**config.mk**
```make
export PLATFORM = sky130hd
export DESIGN_NAME = sbc_safe_brake
export DESIGN_NICKNAME = d
export VERILOG_FILES = /design/src/design/sbc_pkg.sv /design/src/design/sbc_safe_brake.sv
export SDC_FILE = /design/constraint.sdc
export NUM_CORES = 1
export LEC_CHECK = 0
export ABC_AREA = 1
export ABC_CLOCK_PERIOD_IN_PS = 6600
export BUFFER_PORTS_ARGS = -buffer_cell sky130_fd_sc_hd__buf_2
export CORE_ASPECT_RATIO = 1.5
export CORE_MARGIN = 5
export CORE_UTILIZATION = 47
export CTS_BUF_LIST = sky130_fd_sc_hd__clkbuf_16
export DETAILED_ROUTE_END_ITERATION = 16
export PLACE_DENSITY_LB_ADDON = 0.15
export SLEW_MARGIN = 30
export SYNTH_ARGS = -nofsm -noshare
export SYNTH_HDL_FRONTEND = slang
export SYNTH_SLANG_ARGS = --single-unit
```
**constraint.sdc**
```tcl
create_clock -name ref_clk_i -period 6.6 [get_ports ref_clk_i]
set_clock_uncertainty 0.15 [all_clocks]
set_input_delay 0.66 -clock ref_clk_i [delete_from_list [all_inputs] [get_ports ref_clk_i]]
set_output_delay 0.66 -clock ref_clk_i [all_outputs]
set_load 0.01 [all_outputs]
```
**src/design/sbc_pkg.sv**
```systemverilog
// package for the per-axis safe brake control block
// holds register offsets, field layout, reset values and timing figures
// assumes a 125 MHz reference clock and one block instance per axis
package sbc_pkg;
	// clock rate and the millisecond prescaler derived from it
	localparam int CLK_FREQ_HZ = 125_000_000;
	localparam int MS_PER_S = 1000;
	localparam int CYC_PER_MS = CLK_FREQ_HZ / MS_PER_S;

	// input pair discrepancy limit, in ms
	localparam int DISC_LIMIT_MS = 100;
	// brake test pulse: low part and whole pulse including slow edges, in ms
	localparam int PULSE_LOW_MS = 1;
	localparam int PULSE_TOTAL_MS = 3;
	localparam int PULSE_SETTLE_MS = PULSE_TOTAL_MS - PULSE_LOW_MS;
	// spacing between test pulses while a brake is released, in ms
	localparam int PULSE_PERIOD_MS = 500;

	// register bus
	localparam int ADDR_W = 8;
	localparam int DATA_W = 32;
	localparam logic [7:0] OFS_CTRL = 8'h00;
	localparam logic [7:0] OFS_DELAY = 8'h04;
	localparam logic [7:0] OFS_STOP1 = 8'h08;
	localparam logic [7:0] OFS_STATUS = 8'h0C;

	// reset values: both brakes unused, dual channel input mode on
	localparam logic [10:0] CTRL_RST = 11'h020;
	// brake delay time in ms
	localparam logic [15:0] DELAY_RST = 16'h0064;
	// deceleration window of the stop-one instance in ms
	localparam logic [15:0] STOP1_RST = 16'h0064;

	// override setting codes
	localparam logic [1:0] OVR_AUTO = 2'h0;
	localparam logic [1:0] OVR_APPLY = 2'h1;
	localparam logic [1:0] OVR_RELEASE = 2'h2;

	// number of brakes per axis
	localparam int NUM_BRAKES = 2;

	// control register layout, lsb first from the bottom
	typedef struct packed {
		logic stop1_map;       // [10] map stop-one status on safe outputs
		logic [1:0] override;  // [9:8] brake override setting
		logic mute_bus;        // [7] muting requested over the fieldbus
		logic fault_sel;       // [6] monitor faults invoke stop-one
		logic dual_channel;    // [5] input pair checked as dual channel
		logic fault_report;    // [4] hold brakes until axis enable
		logic dyn_braking;     // [3] dynamic braking configured
		logic engage_early;    // [2] engage brakes before torque off
		logic [1:0] brake_en;  // [1:0] brake 2 / brake 1 used
	} sbc_ctrl_s;

	// status register layout
	typedef struct packed {
		logic manual_reject;   // [8] sticky: manual override refused
		logic io_fail;         // [7] sticky: input pair discrepancy
		logic muting;          // [6] muting in effect
		logic [1:0] brake_24v; // [5:4] brake outputs at 24 V
		logic hold;            // [3] brakes held after torque off
		logic sbc_active;      // [2] brake control active, after muting
		logic torque_off;      // [1] torque off enforced
		logic stop1_active;    // [0] stop-one instance active
	} sbc_stat_s;

	// test pulse phases
	typedef enum logic [1:0] {
		TP_WAIT,
		TP_LOW,
		TP_SETTLE
	} sbc_tp_e;

	// brake sequence states
	typedef enum logic [1:0] {
		SQ_RUN,
		SQ_BRAKE_WAIT,
		SQ_TORQUE_OFF,
		SQ_HOLD
	} sbc_seq_e;

	// stop-one states
	typedef enum logic [1:0] {
		S1_IDLE,
		S1_DECEL,
		S1_DONE
	} sbc_s1_e;
endpackage : sbc_pkg

```
**src/design/sbc_safe_brake.sv**
```systemverilog
// one axis of safe brake control: input pair check, stop-one sequencing,
// brake engage/release on both lines, test pulses and muting override
// assumes all inputs are synchronous to ref_clk_i and one instance per axis
//
// Contract
// - dual channel mode compares both paired inputs
// - discrepancy over 100 ms: fail, warn, stop
// - stop-one selectable as monitor fault reaction
// - stop-one status drives two safe outputs
// - brake switched on both lines together
// - alternating 1 ms test pulses, 3 ms overall
// - immediate brake only from torque off
// - delayed trigger depends on dynamic braking
// - one or two brakes configurable
// - engage before or at torque off
// - fault report 0: release with torque off
// - fault report 1: release on axis enable
// - muting from fieldbus or safe input
// - muting allows override during active control
// - muting suppresses brake control active status
// - manual control rejected without muting when active
// - override automatic, force apply, force release
// - muted automatic follows standard brake demand
// - active status and 24V/0V brake state outputs
// - exactly one instance per axis
// - no dynamic braking: brake, delay, torque off; code does this only with engage_early set, else brake and torque off together
// - dynamic braking: brake and torque off together
`timescale 1ns/10ps

module sbc_safe_brake
	import sbc_pkg::*;
#(
	parameter int MS_CYCLES = CYC_PER_MS,          // clock cycles per millisecond
	parameter int DISC_MS = DISC_LIMIT_MS,         // discrepancy limit in ms
	parameter int PULSE_GAP_MS = PULSE_PERIOD_MS   // test pulse spacing in ms
) (
	input wire logic ref_clk_i,                    // 125 MHz clock
	input wire logic rst_b_i,                      // synchronous reset, active low
	input wire logic [ADDR_W-1:0] addr_i,          // register byte address
	input wire logic [DATA_W-1:0] wdata_i,         // write data
	input wire logic wr_i,                         // write strobe
	input wire logic rd_i,                         // read strobe
	output logic [DATA_W-1:0] rdata_o,             // read data, cycle after rd_i
	input wire logic safe_in_a_i,                  // safe input pair, channel a
	input wire logic safe_in_b_i,                  // safe input pair, channel b
	input wire logic torque_off_req_i,             // direct torque off request
	input wire logic stop1_req_i,                  // stop-one request
	input wire logic monitor_fault_i,              // fault from other monitors
	input wire logic mute_in_i,                    // muting from mapped safe input
	input wire logic std_brake_release_i,          // standard brake demand, 1 releases
	input wire logic axis_enable_i,                // axis enable command
	output logic [NUM_BRAKES-1:0] brake_pos_o,     // positive brake lines, 1 = 24 V
	output logic [NUM_BRAKES-1:0] brake_neg_o,     // negative brake lines, 1 = switched
	output logic [NUM_BRAKES-1:0] brake_state_o,   // brake outputs at 24 V
	output logic torque_off_o,                     // power stage off
	output logic sbc_active_o,                     // brake control active status
	output logic stop1_active_o,                   // stop-one active status
	output logic [1:0] stop1_dout_o,               // dual channel safe output pair
	output logic io_warn_o                         // input failure warning
);

	// software visible registers
	sbc_ctrl_s ctrl_r;          // configuration
	logic [15:0] delay_r;       // brake delay time in ms
	logic [15:0] stop1_time_r;  // stop-one deceleration window in ms
	logic io_fail_r;            // sticky discrepancy failure
	logic reject_r;             // sticky manual override refusal

	// millisecond tick
	logic [31:0] ms_cnt_r;      // prescaler
	logic ms_tick;              // one cycle each ms

	// discrepancy timer
	logic [15:0] disc_cnt_r;    // ms with inputs apart
	logic disagree;             // inputs differ
	logic disc_expire;          // limit crossed this tick

	// stop-one sequencer
	sbc_s1_e s1_r;              // state
	logic [15:0] s1_cnt_r;      // deceleration ms
	logic stop1_trig;           // any stop-one cause
	logic s1_done;              // deceleration window over

	// brake sequencer
	sbc_seq_e seq_r;            // state
	sbc_seq_e seq_nxt;          // next state
	logic [15:0] dly_cnt_r;     // brake delay ms
	logic axis_en_d_r;          // axis enable, last cycle
	logic axis_en_rise;         // axis enable rising edge
	logic stop_req;             // any stop still requested

	// brake demand
	logic engaged;              // safety logic holds brakes on
	logic muting;               // muting in effect
	logic ovr_allowed;          // manual control permitted
	logic manual_req;           // manual override requested
	logic release_dmd;          // final release demand

	// test pulses
	sbc_tp_e tp_r;              // phase
	logic [15:0] tp_cnt_r;      // ms in phase
	logic tp_line_r;            // 0 pulses positive line, 1 negative
	logic pulse_pos;            // positive line held low now
	logic pulse_neg;            // negative line held low now

	// bus decode
	logic wr_ctrl;              // control write
	logic wr_delay;             // delay write
	logic wr_stop1;             // stop-one time write
	logic wr_status;            // status write, clears sticky bits
	sbc_stat_s stat;            // assembled status
	logic [DATA_W-1:0] rd_mux;  // read data selection
	logic [NUM_BRAKES-1:0] line_on;   // brake energised per brake
	logic [NUM_BRAKES-1:0] pos_nxt;   // positive line next value
	logic [NUM_BRAKES-1:0] neg_nxt;   // negative line next value

	// add one to a ms count and compare against a limit
	function automatic logic ms_reached(input logic [15:0] cnt, input logic [15:0] lim);
		ms_reached = (cnt + 16'h0001) >= lim;
	endfunction : ms_reached

	// register decode
	assign wr_ctrl = wr_i && (addr_i == OFS_CTRL);
	assign wr_delay = wr_i && (addr_i == OFS_DELAY);
	assign wr_stop1 = wr_i && (addr_i == OFS_STOP1);
	assign wr_status = wr_i && (addr_i == OFS_STATUS);

	// millisecond prescaler
	assign ms_tick = (ms_cnt_r == 32'(MS_CYCLES - 1));

	always_ff @(posedge ref_clk_i) begin
		if (!rst_b_i) begin
			ms_cnt_r <= 32'h00000000;
		end else if (ms_tick) begin
			ms_cnt_r <= 32'h00000000;
		end else begin
			ms_cnt_r <= ms_cnt_r + 32'h00000001;
		end
	end

	assign disagree = ctrl_r.dual_channel && (safe_in_a_i != safe_in_b_i);
	assign disc_expire = disagree && ms_tick && ms_reached(disc_cnt_r, 16'(DISC_MS));

	// discrepancy timer, counts ms while the inputs differ
	always_ff @(posedge ref_clk_i) begin
		if (!rst_b_i) begin
			disc_cnt_r <= 16'h0000;
		end else if (!disagree) begin
			disc_cnt_r <= 16'h0000;
		end else if (ms_tick && !disc_expire) begin
			disc_cnt_r <= disc_cnt_r + 16'h0001;
		end
	end

	// sticky failure flags; a new event wins over a software clear
	always_ff @(posedge ref_clk_i) begin
		if (!rst_b_i) begin
			io_fail_r <= 1'b0;
			reject_r <= 1'b0;
		end else begin
			if (disc_expire) begin
				io_fail_r <= 1'b1;
			end else if (wr_status && wdata_i[7]) begin
				io_fail_r <= 1'b0;
			end
			if (manual_req && !ovr_allowed) begin
				reject_r <= 1'b1;
			end else if (wr_status && wdata_i[8]) begin
				reject_r <= 1'b0;
			end
		end
	end

	assign stop1_trig = stop1_req_i || (ctrl_r.fault_sel && monitor_fault_i) || io_fail_r;
	assign s1_done = (s1_r == S1_DONE);

	// stop-one: deceleration window, then asks for the brake sequence, delayed only with engage_early set and dyn_braking clear
	always_ff @(posedge ref_clk_i) begin
		if (!rst_b_i) begin
			s1_r <= S1_IDLE;
			s1_cnt_r <= 16'h0000;
		end else begin
			case (s1_r)
				S1_IDLE: begin
					s1_cnt_r <= 16'h0000;
					if (stop1_trig) begin
						s1_r <= S1_DECEL;
					end
				end
				S1_DECEL: begin
					// request withdrawn ends the instance
					if (!stop1_trig) begin
						s1_r <= S1_IDLE;
					end else if (ms_tick) begin
						if (ms_reached(s1_cnt_r, stop1_time_r)) begin
							s1_r <= S1_DONE;
						end
						s1_cnt_r <= s1_cnt_r + 16'h0001;
					end
				end
				S1_DONE: begin
					if (!stop1_trig) begin
						s1_r <= S1_IDLE;
					end
				end
				default: begin
					s1_r <= S1_IDLE;
				end
			endcase
		end
	end

	// brake sequencer
	assign stop_req = torque_off_req_i || s1_done;
	assign axis_en_rise = axis_enable_i && !axis_en_d_r;

	always_comb begin
		seq_nxt = seq_r;
		case (seq_r)
			SQ_RUN: begin
				if (torque_off_req_i) begin
					seq_nxt = SQ_TORQUE_OFF;
				end else if (s1_done) begin
					if (ctrl_r.dyn_braking || !ctrl_r.engage_early) begin
						seq_nxt = SQ_TORQUE_OFF;
					end else begin
						seq_nxt = SQ_BRAKE_WAIT;
					end
				end
			end
			SQ_BRAKE_WAIT: begin
				if (torque_off_req_i) begin
					seq_nxt = SQ_TORQUE_OFF;
				end else if (!s1_done) begin
					seq_nxt = SQ_RUN;
				end else if (ms_tick && ms_reached(dly_cnt_r, delay_r)) begin
					seq_nxt = SQ_TORQUE_OFF;
				end
			end
			SQ_TORQUE_OFF: begin
				if (!stop_req) begin
					if (ctrl_r.fault_report) begin
						seq_nxt = SQ_HOLD;
					end else begin
						seq_nxt = SQ_RUN;
					end
				end
			end
			SQ_HOLD: begin
				if (stop_req) begin
					seq_nxt = SQ_TORQUE_OFF;
				end else if (axis_en_rise) begin
					seq_nxt = SQ_RUN;
				end
			end
			default: begin
				seq_nxt = SQ_RUN;
			end
		endcase
	end

	// sequencer state and brake delay counter
	always_ff @(posedge ref_clk_i) begin
		if (!rst_b_i) begin
			seq_r <= SQ_RUN;
			dly_cnt_r <= 16'h0000;
			axis_en_d_r <= 1'b0;
		end else begin
			seq_r <= seq_nxt;
			axis_en_d_r <= axis_enable_i;
			if (seq_r != SQ_BRAKE_WAIT) begin
				dly_cnt_r <= 16'h0000;
			end else if (ms_tick) begin
				dly_cnt_r <= dly_cnt_r + 16'h0001;
			end
		end
	end

	// brake demand and muting override; taken from the next state so that the
	// brake lines switch on the same edge as torque_off_o and sbc_active_o
	assign engaged = (seq_nxt != SQ_RUN);
	assign muting = ctrl_r.mute_bus || mute_in_i;
	assign ovr_allowed = muting || !engaged;
	assign manual_req = (ctrl_r.override != OVR_AUTO);

	always_comb begin
		if (ovr_allowed && (ctrl_r.override == OVR_APPLY)) begin
			release_dmd = 1'b0;
		end else if (ovr_allowed && (ctrl_r.override == OVR_RELEASE)) begin
			release_dmd = 1'b1;
		end else if (engaged && !muting) begin
			release_dmd = 1'b0;
		end else begin
			release_dmd = std_brake_release_i;
		end
	end

	assign line_on = ctrl_r.brake_en & {NUM_BRAKES{release_dmd}};

	always_ff @(posedge ref_clk_i) begin
		if (!rst_b_i) begin
			tp_r <= TP_WAIT;
			tp_cnt_r <= 16'h0000;
			tp_line_r <= 1'b0;
		end else if (line_on == '0) begin
			tp_r <= TP_WAIT;
			tp_cnt_r <= 16'h0000;
		end else if (ms_tick) begin
			tp_cnt_r <= tp_cnt_r + 16'h0001;
			case (tp_r)
				TP_WAIT: begin
					if (ms_reached(tp_cnt_r, 16'(PULSE_GAP_MS))) begin
						tp_r <= TP_LOW;
						tp_cnt_r <= 16'h0000;
					end
				end
				TP_LOW: begin
					if (ms_reached(tp_cnt_r, 16'(PULSE_LOW_MS))) begin
						tp_r <= TP_SETTLE;
						tp_cnt_r <= 16'h0000;
					end
				end
				TP_SETTLE: begin
					// slow edges: no next pulse until the whole pulse is over
					if (ms_reached(tp_cnt_r, 16'(PULSE_SETTLE_MS))) begin
						tp_r <= TP_WAIT;
						tp_cnt_r <= 16'h0000;
						tp_line_r <= !tp_line_r;
					end
				end
				default: begin
					tp_r <= TP_WAIT;
				end
			endcase
		end
	end

	assign pulse_pos = (tp_r == TP_LOW) && !tp_line_r;
	assign pulse_neg = (tp_r == TP_LOW) && tp_line_r;
	assign pos_nxt = line_on & {NUM_BRAKES{!pulse_pos}};
	assign neg_nxt = line_on & {NUM_BRAKES{!pulse_neg}};

	// status assembly
	assign stat.manual_reject = reject_r;
	assign stat.io_fail = io_fail_r;
	assign stat.muting = muting;
	assign stat.brake_24v = brake_state_o;
	assign stat.hold = (seq_r == SQ_HOLD);
	assign stat.sbc_active = sbc_active_o;
	assign stat.torque_off = torque_off_o;
	assign stat.stop1_active = stop1_active_o;

	// read selection; unmapped addresses read zero
	assign rd_mux = (addr_i == OFS_CTRL) ? DATA_W'(ctrl_r) :
		(addr_i == OFS_DELAY) ? DATA_W'(delay_r) :
		(addr_i == OFS_STOP1) ? DATA_W'(stop1_time_r) :
		(addr_i == OFS_STATUS) ? DATA_W'(stat) : '0;

	// configuration registers
	// one instance per axis
	always_ff @(posedge ref_clk_i) begin
		if (!rst_b_i) begin
			ctrl_r <= sbc_ctrl_s'(CTRL_RST);
			delay_r <= DELAY_RST;
			stop1_time_r <= STOP1_RST;
		end else begin
			if (wr_ctrl) begin
				ctrl_r <= sbc_ctrl_s'(wdata_i[10:0]);
			end
			if (wr_delay) begin
				delay_r <= wdata_i[15:0];
			end
			if (wr_stop1) begin
				stop1_time_r <= wdata_i[15:0];
			end
		end
	end

	// registered outputs
	always_ff @(posedge ref_clk_i) begin
		if (!rst_b_i) begin
			rdata_o <= '0;
			brake_pos_o <= '0;
			brake_neg_o <= '0;
			brake_state_o <= '0;
			torque_off_o <= 1'b0;
			sbc_active_o <= 1'b0;
			stop1_active_o <= 1'b0;
			stop1_dout_o <= 2'h0;
			io_warn_o <= 1'b0;
		end else begin
			rdata_o <= rd_i ? rd_mux : '0;
			brake_pos_o <= pos_nxt;
			brake_neg_o <= neg_nxt;
			// brake state 24 V / 0 V
			brake_state_o <= line_on;
			torque_off_o <= (seq_nxt == SQ_TORQUE_OFF);
			sbc_active_o <= (seq_nxt != SQ_RUN) && !muting;
			stop1_active_o <= (s1_r != S1_IDLE);
			stop1_dout_o <= {2{ctrl_r.stop1_map && (s1_r != S1_IDLE)}};
			io_warn_o <= io_fail_r || disc_expire;
		end
	end

endmodule : sbc_safe_brake

```
# Word-level counts from Yosys, hierarchy flattened
# Cells that the tools add are included.
# word_totals
ff_bits	192
# op_classes
addsub	5
magnitude_cmp	6
eq_ne	25
n_mux	39
bitwise	6
n_reduce_logical	58
# op_table
operator	n
16-bit 2-to-1 mux	7
16-bit by 1-bit adder with 16-bit output, second input constant	4
16-bit one-hot mux with 3 select lines	1
2-bit 2-to-1 mux	18
32-bit by 1-bit adder with 32-bit output, second input constant	1
32-bit by 17-bit equality test with 1-bit output, second input constant	1
16-bit greater-or-equal comparator	2
16-bit one-hot mux with 2 select lines	1
1-bit logical AND	20
8-bit by 4-bit equality test with 1-bit output, second input constant	2
16-bit by 1-bit greater-or-equal comparator with 1-bit output, second input constant	1
16-bit by 2-bit greater-or-equal comparator with 1-bit output, second input constant	1
16-bit by 7-bit greater-or-equal comparator with 1-bit output, second input constant	1
16-bit by 9-bit greater-or-equal comparator with 1-bit output, second input constant	1
2-bit != test, second input constant	7
2-bit equality test, second input constant	6
2-bit one-hot mux with 3 select lines	2
4-bit AND reduction	3
2-bit nonzero test	6
11-bit 2-to-1 mux	1
1-bit logical NOT	9
9-bit 2-to-1 mux	1
2-bit by 1-bit equality test with 1-bit output, second input constant	4
8-bit by 3-bit equality test with 1-bit output, second input constant	1
other kinds (15)	38

# Depth between registers and ports, before layout
# Gate-level depths: netlist of the first run.
# logic_depth
ltp_word	17
depth_mapped	28

# Worst setup path before layout of the first run
# No wires, ideal clock.
# synth_path
path_type	register to register
start	register dly_cnt_r[0]
end	register tp_cnt_r[13]
setup_ns	0.066
arrival_ns	3.241
required_ns	6.384
path_slack_ns	3.143
stages_incl_launch_ff	28
period_less_slack_ns	3.457
cell_sequence	dfxtp_1 -> ha_1 -> nand3_1 -> nor2_1 -> nand2_1 -> nor2_1 -> inv_1 -> nor2_1 -> nand3_1 -> or2_2 -> xor2_1 -> inv_1 -> ha_1 -> nand2_1 -> nor3_1 -> nand2_1 -> nand2_1 -> nand2_1 -> nand2_1 -> nand2_1 -> nor2_1 -> nand2_1 -> nand2_2 -> nand3_1 -> nand2_1 -> nand2_2 -> buf_6 -> a21oi_2
# synth_between
elab_chain_len	16
elab_cells_between_ends	19
classes_between	1 x add/sub; 1 x order compare; 7 x mux; 1 x bitwise; 9 x reduce/logical
# synth_rtl
element	line	text
start: declaration	sbc_safe_brake.sv:87	logic [15:0] dly_cnt_r;
start signal: assignment	sbc_safe_brake.sv:274	dly_cnt_r <= dly_cnt_r + 16'h0001;
16-bit by 1-bit adder with 16-bit output (*)	sbc_safe_brake.sv:119	ms_reached = (cnt + 16'h0001) >= lim;
16-bit greater-or-equal comparator (*)	sbc_safe_brake.sv:119	
1-bit logical AND (*)	sbc_safe_brake.sv:236	end else if (ms_tick && ms_reached(dly_cnt_r, delay_r)) begin
2-bit 2-to-1 mux (*)	sbc_safe_brake.sv:236	
2-bit 2-to-1 mux (*)	sbc_safe_brake.sv:234	end else if (!s1_done) begin
2-bit 2-to-1 mux (*)	sbc_safe_brake.sv:232	if (torque_off_req_i) begin
2-bit one-hot mux with 4 select lines (*)	sbc_safe_brake.sv:219	case (seq_r)
2-bit nonzero test (*)	sbc_safe_brake.sv:281	assign engaged = (seq_nxt != SQ_RUN);
1-bit logical NOT	sbc_safe_brake.sv:283	assign ovr_allowed = muting || !engaged;
1-bit logical OR	sbc_safe_brake.sv:283	
1-bit logical AND	sbc_safe_brake.sv:289	end else if (ovr_allowed && (ctrl_r.override == OVR_RELEASE)) begin
1-bit 2-to-1 mux	sbc_safe_brake.sv:289	
1-bit 2-to-1 mux (*)	sbc_safe_brake.sv:287	if (ovr_allowed && (ctrl_r.override == OVR_APPLY)) begin
2-bit AND (*)	sbc_safe_brake.sv:298	assign line_on = ctrl_r.brake_en & {NUM_BRAKES{release_dmd}};
2-bit logical NOT (*)	sbc_safe_brake.sv:305	end else if (line_on == '0) begin
2-bit OR reduction (no line) (*)	-	
end signal: assignment	sbc_safe_brake.sv:309	tp_cnt_r <= tp_cnt_r + 16'h0001;
end: declaration	sbc_safe_brake.sv:101	logic [15:0] tp_cnt_r;
# Every way passes the cells marked *; elsewhere a longest branch is shown, timed or not.
# A chain may end at the register's enable or synchronous reset.

# Final worst setup path of the first run
# layout_path
start	register dly_cnt_r[0]
end	register tp_cnt_r[6]
# The elaborated chain is that of the path after synthesis.

==> reports/metrics.cfg, run 1 <==
[place]
gp_congestion=0.886
dp_slack_ns=2.41
dp_hpwl_um=17900
port_buffers=63
placed_cells=1641

[synth]
yosysWarningCount=0
synth_edf_count=0
netlist_instances=1345
yosysSeqAreaShare_pct=37.2
ys_seq_elements=176
synth_area_leader_cell=dfxtp_1
synth_top_area_share_pct=37.2
avgSynthCellArea_sq_um=7.05
synth_cell_types=53
synth_ff_type=dfxtp_1
syn_area_sq_um=9480
synthArstFlopShare_pct=0
synthTopCellsByArea=dfxtp_1 37%, nand2_1 10%, inv_1 7.6%, a21oi_1 6.4%, ha_1 5.1%

[power_and_ir_drop]
switchingPower_w=0.000493
p_sw_share_pct=22.3
p_int_w=0.00172
power_density_nw_per_um2=209
leakage_nw=4.31
vdd_drop_max_v=0.000155
comb_power_share_pct=3.0
p_seq_share_pct=48.5
clkPwrFrac_pct=48.5

[route]
firstDrtPassIters=5
drc=0
first_iter_violations=443
drtAntennaViolNets=0
wirelength_um=23700
viasPerCell=5.21
vias=8714
wl_per_cell_um=14.2

[sta]
hold_viol_final=0
grt_setup_unrepaired=false
finalSetupTns_ns=0
layout_setup_ws_ns=2.40
setup_viol=0
slew_headroom_pct=41.2
tightest_slew_ns=0.878
period_needed_ns=4.20
fmax_mhz=238
report.final.slew_viol_count=0
timing.final.crit_share_pct=63.6

[finish]
area_growth_pct=11.7
nets=1491
nFillCells=2037
antenna_cells=0
drive_gt1_share_pct=10.9
instances_no_fill=1673

[worst_setup_path]
path_class=reg2reg
cp_max_fo=18
worstPathArrival_ns=4.41
worstSetupStartpointType=flip-flop
endpoint_kind=flip-flop
required_ns=6.82

[global_route]
grt_use_total_pct=20.3
grt_start_max_net_pins=54
grt_pass1_vias=8053
grt_pass1_wl_um=38200
grt_remaining_overflow=0
antenna_found_initial=2

[clock_tree]
cts_tree=done
root_buffer=clkbuf_16
clockBufferDepth=2
htree_num_levels=4
cts-resized-gates=0
numCtsBuffers=17
cts_setup_buffers=0
clk_pin_slew_ns=0.07
cts.hold.buffers_added=0
clk_latency_ns=0.44
cts.sinks=176

[flow_run]
max-cap-violations=0

[run_status]
status=complete, no violations

[die]
design.die.area_sq_um=23200
die_w_um=126
die-height_um=184
core_area_sq_um=19800
start_util_pct=47.9
rows=63
io_pins=96

[hold_path]
hold_path.class=in2reg

==> layout make-up <==
cell class	count	area [sq um]	area share (%)
Clock buffer	17	425	4.02
Inverter	202	759	7.17
Multi-Input combinational cell	935	5010	47.3
Tap cell	260	325	3.07
Sequential cell	176	3520	33.3
Clock inverter	15	195	1.84
Timing Repair Buffer	68	353	3.33
==> stage by stage <==
step / utilization [%] / hold slack [ns] / power [W] / area [sq um]
global route: 53.5 / 0.283 / 0.00229 / 10600
detailed placement: 50.4 / 0.292 / 0.00116 / 9970
global placement: 50.3 / 0.277 / 0.00116 / 9960
CTS: 53.5 / 0.259 / 0.00223 / 10600
finish: 53.5 / 0.273 / 0.00221 / 10600
floorplan: - / 0.268 / 0.00114 / 9540
==> power by group through the flow <==
stage,Combinational (W),Clock (W),Sequential (W)
final,0.0000668,0.00107,0.00107
after floorplan,0.0000452,0,0.00109
after global placement,0.0000658,0,0.00109
after CTS,0.0000669,0.00109,0.00107
after global routing,0.0000749,0.00114,0.00107
after detailed placement,0.0000665,0,0.00109
==> worst max-delay path, cell delays in order (launching register included) <==
cell	delay, ns
dfxtp_1	0.41
nand3_1	0.14
nor3_1	0.41
inv_1	0.11
nor3_2	0.21
nand4_1	0.18
nor3b_1	0.26
xnor2_1	0.17
inv_1	0.07
ha_1	0.29
nand2_1	0.09
nor3_1	0.22
nand2_1	0.08
nand2_1	0.06
nand2_1	0.10
nand2_1	0.11
nand2_1	0.07
nor2_1	0.13
nand2_1	0.08
nand2_2	0.11
nand3_1	0.08
nand2_1	0.11
nand2_2	0.26
a21oi_1	0.22
==> path summary, 6_finish.rpt <==
check,start,endpoint,slack (ns),depth (start not counted)
worst max-delay path,dly_cnt_r[0]$_SDFFE_PP0P_,tp_cnt_r[6]$_SDFFE_PP0P_,2.40,23
worst min-delay path,axis_enable_i,axis_en_d_r$_SDFF_PN0_,0.27,3
worst max register to register,dly_cnt_r[0]$_SDFFE_PP0P_,tp_cnt_r[6]$_SDFFE_PP0P_,2.40,23
worst min register to register,ms_cnt_r[0]$_SDFF_PP0_,ms_cnt_r[0]$_SDFF_PP0_,0.31,1
==> synthesized netlist by cell type (10+ instances only) <==
cell / instances
clkbuf_1: 24
ha_1: 39
inv_1: 191
a21oi_1: 121
nor4_1: 10
nor3_1: 46
o21ai_0: 73
dfxtp_1: 176
buf_4: 18
nor2_1: 128
nand2_1: 263
nand4_1: 29
nand3_1: 61
nor2_2: 10
xor2_1: 35
==> cell usage in the layout, fill, tap and decap left out, types with 5 or more instances in the layout <==
cell type	count
nor4_1	9
a211oi_1	5
nor2_1	127
nor2_2	11
nand2_1	263
clkinv_1	5
nor3_1	46
nor3_2	6
dfxtp_1	176
nor3b_1	9
ha_1	39
o211ai_1	9
o21ai_0	73
nor4_2	5
a31oi_1	5
inv_2	6
nand2_2	9
inv_1	193
xor2_1	35
clkinvlp_4	5
a21oi_1	121
clkbuf_16	17
nand3_1	61
buf_4	5
xnor2_1	8
nand4_1	29
buf_2	63
conb_1	16
==> registers in the layout (all words and copies together), names as in the netlist, 11 cells and up <==
name,flops
tp_cnt_r,16
stop1_time_r,16
s1_cnt_r,16
delay_r,16
ms_cnt_r,32
rdata_o,16
disc_cnt_r,16
ctrl_r,11
dly_cnt_r,16
==> routing by layer <==
| metal | up-vias | share of wire, % | track usage [%] |
|---|---|---|---|
| met2 | 192 | 51 | 36.6 |
| li1 | 4481 | - | - |
| met1 | 3989 | 41 | 23.3 |
| met5 | - | 0.089 | 0 |
| met3 | 48 | 4.9 | 4.30 |
| met4 | 4 | 2.9 | 8.07 |
==> logic make-up after synthesis <==
family | Yosys count | synth area share (%)
AOI/OAI and AO/OA | 242 | 14.1
xor gates and xnor gates | 43 | 3.97
adders and majority gates | 40 | 5.25
buffers and inverters | 249 | 10.8
DFF | 176 | 37.2
other | 1 | 0.0396
and+or+nand+nor | 594 | 28.7
Power figures use the tool's default switching activity.
==> run 2, diff against run 1 <==
--- a/config.mk
+++ b/config.mk
@@ -6,7 +6,7 @@
 export NUM_CORES = 1
 export LEC_CHECK = 0
 export ABC_AREA = 1
-export ABC_CLOCK_PERIOD_IN_PS = 6600
+export ABC_CLOCK_PERIOD_IN_PS = 3430
 export BUFFER_PORTS_ARGS = -buffer_cell sky130_fd_sc_hd__buf_2
 export CORE_ASPECT_RATIO = 1.5
 export CORE_MARGIN = 5
==> constraint.sdc (replaced) <==
create_clock -name ref_clk_i -period 3.43 [get_ports ref_clk_i]
set_clock_uncertainty 0.15 [all_clocks]
set_input_delay 0.343 -clock ref_clk_i [delete_from_list [all_inputs] [get_ports ref_clk_i]]
set_output_delay 0.343 -clock ref_clk_i [all_outputs]
set_load 0.01 [all_outputs]
==> run 2 against run 1 <==
Total power increased by 89%. Worst hold slack got worse by 0.23 ns. Combinational power increased by 130%. Sequential power increased by 93%. Die area unchanged. Non-clock buffer count increased by 65. Via count increased by 3.9%. Largest power group unchanged. Utilization increased by 3.9 points. Wire length increased by 6.3%. The run now ends with negative setup slack left. Clock power increased by 83%. Sequential cell count unchanged. Global-route usage increased by 1.3 points.
==> reports/metrics.cfg, run 2 (synthesis results as in run 1) <==
[global_route]
grt_use_total_pct=21.5  ; +1.3 points
met2_usage_pct=39.4  ; +2.8 points
use_met1_pct=24.4  ; +1.1 points
antenna_found_initial=1  ; -1
grt_pass1_vias=8557  ; +6.3%
grt_start_max_net_pins=53  ; -1.9%
grt_remaining_overflow=0  ; unchanged
grt_pass1_wl_um=40700  ; +6.5%
gr-max-usage-layer=met2
gr-usage-met3_pct=4.45  ; +0.15 points

[worst_setup_path]
cp_max_fo=4  ; -14
cpPeakStageDelay_ns=0.35  ; -0.06 ns
path_class=reg2reg
worstSetupStartpointType=flip-flop
critical_path.slowest_cell=dfxtp_2
required_ns=3.66  ; -3.16 ns
worstPathArrival_ns=3.86  ; -0.55 ns
path_delay_family=simple AND/OR/NAND/NOR gates
critPathBufInv=4  ; +2
cp_common_cell=nand2_1
endpoint_kind=flip-flop

[place]
gp_congestion=0.891  ; +0.47%
port_buffers=63  ; unchanged
dp_hpwl_um=18600  ; +3.9%
dp_slack_ns=-0.220  ; -2.63 ns

[finish]
final_common_cell=nand2_1
area_growth_pct=19.8
largest_register=ms_cnt_r
largest_reg_flops=32  ; unchanged
nets=1556  ; +4.4%
final_cell_mix=260 x nand2_1, 191 x inv_1, 174 x dfxtp_1
drive_gt1_share_pct=17.5  ; +6.6 points

[route]
wirelength_um=25200  ; +6.3%
viasPerCell=5.20  ; -0.13%
vias=9051  ; +3.9%
wl_per_cell_um=14.5  ; +2.2%
firstDrtPassIters=8  ; +3
drtAntennaViolNets=0  ; unchanged
drc=0  ; unchanged
first_iter_violations=538  ; +21%

[clock_tree]
cts_tree=done
clk_pin_slew_ns=0.07  ; about the same
root_buffer=clkbuf_16
numCtsBuffers=17  ; unchanged
clockBufferDepth=2  ; unchanged
cts.sinks=176  ; unchanged
htree_num_levels=4  ; unchanged
clk_latency_ns=0.44  ; about the same

[power_and_ir_drop]
p_int_w=0.00314  ; +83%
vdd_drop_max_v=0.000346  ; +120%
power_density_nw_per_um2=368  ; +76%
leakage_nw=4.69  ; +8.7%
clkPwrFrac_pct=47.0  ; -1.5 points
p_seq_share_pct=49.3  ; +0.8 points
comb_power_share_pct=3.7  ; +0.7 points
power.total_w=0.00418  ; +89%
switchingPower_w=0.00104  ; +110%
p_sw_share_pct=24.8  ; +2.5 points

[sta]
hold_viol_final=0  ; unchanged
setup_viol=27  ; +27
tightest_slew_ns=0.936  ; +0.0579 ns
period_needed_ns=3.64  ; -0.561 ns
layout_setup_ws_ns=-0.206  ; -2.61 ns
grt_setup_unrepaired=true
report.final.slew_viol_count=0  ; unchanged
finalSetupTns_ns=-4.37  ; -4.37 ns
slew_headroom_pct=37.3  ; -3.9 points
fmax_mhz=275  ; +15%
timing.final.crit_share_pct=106  ; +42 points

[die]
design.die.area_sq_um=23200  ; unchanged
start_util_pct=47.9  ; unchanged
die-height_um=184  ; unchanged
io_pins=96  ; unchanged
rows=63  ; unchanged
die_w_um=126  ; unchanged
core_area_sq_um=19800  ; unchanged

[run_status]
violations=negative setup slack
status=finished, violations left

[hold_path]
hold_path.class=in2reg

[flow_run]
max-cap-violations=0  ; unchanged

run 2: worst register-to-register path, stage by stage (launching register included):
cell	delay, ns
dfxtp_2	0.35
buf_4	0.13
nand3_4	0.08
nor3_4	0.20
inv_1	0.07
nor3_2	0.17
nand4_1	0.21
nor3b_2	0.25
xnor2_1	0.17
inv_1	0.11
ha_4	0.23
a21oi_2	0.13
o21ai_2	0.06
a21oi_1	0.11
nand2_1	0.08
nand2_1	0.08
nand2_1	0.05
nand2_1	0.05
nand2_1	0.05
nand2_1	0.08
nand2_1	0.07
nand2_2	0.11
nand3_2	0.10
nand2_4	0.12
nand2_8	0.09
clkbuf_16	0.19
a21oi_2	0.08
run 2: cell type report:
| class | count | area (sq um) |
|---|---|---|
| antenna | 2 | 5.00 |
| clock buffer | 17 | 425 |
| clock inverter | 15 | 163 |
| fill | 1934 | 8430 |
| inverter | 202 | 759 |
| multi-input combinational | 935 | 5220 |
| sequential | 176 | 3530 |
| tap | 260 | 325 |
| timing repair buffer | 133 | 930 |
run 2: repair_timing:
| item | 4_1_cts | 5_1_grt |
|---|---|---|
| pin swaps | 9 | 14 |
| resized for setup | 31 | 24 |
| cloned | 2 | 1 |
| setup buffers | 14 | 7 |
| endpoints found under the setup margin | 26 | 32 |
| hold buffers | 3 | 0 |
| endpoints found under the hold margin | 3 | 0 |
run 2: metal layers:
layer	part of all wire [%]	up-vias
met2	52	198
met5	0	-
met3	4.9	47
li1	-	4628
met4	2.8	0
met1	40	4178
run 2: through the flow:
step / cell area [sq um] / util, % / hold WS, ns / cells
floorplan: 9540 / - / 0.268 / 1360
global placement: 10300 / 51.9 / 0.280 / 1679
detailed placement: 10300 / 51.9 / 0.290 / 1679
CTS: 11200 / 56.4 / 0.0198 / 1730
global route: 11400 / 57.4 / 0.0412 / 1739
finish: 11400 / 57.4 / 0.0419 / 1740
run 2: worst paths after layout:
kind         cells after the start                       end  slack, ns                 startpoint
max                             26  tp_cnt_r[9]$_SDFFE_PP0P_      -0.21  dly_cnt_r[1]$_SDFFE_PP0P_
min                              3   ctrl_r[10]$_SDFFE_PN0P_       0.04                wdata_i[10]
max reg2reg                     26  tp_cnt_r[9]$_SDFFE_PP0P_      -0.21  dly_cnt_r[1]$_SDFFE_PP0P_
min reg2reg                      1    ms_cnt_r[0]$_SDFF_PP0_       0.30     ms_cnt_r[0]$_SDFF_PP0_
run 2: power groups by stage:
| stage | logic (W) | clock network, W | registers [W] |
|---|---|---|---|
| after floorplan | 0.0000870 | 0 | 0.00211 |
| after global placement | 0.000135 | 0 | 0.00211 |
| after detailed placement | 0.000136 | 0 | 0.00211 |
| after CTS | 0.000146 | 0.00200 | 0.00206 |
| after global routing | 0.000169 | 0.00210 | 0.00206 |
| final | 0.000153 | 0.00196 | 0.00206 |
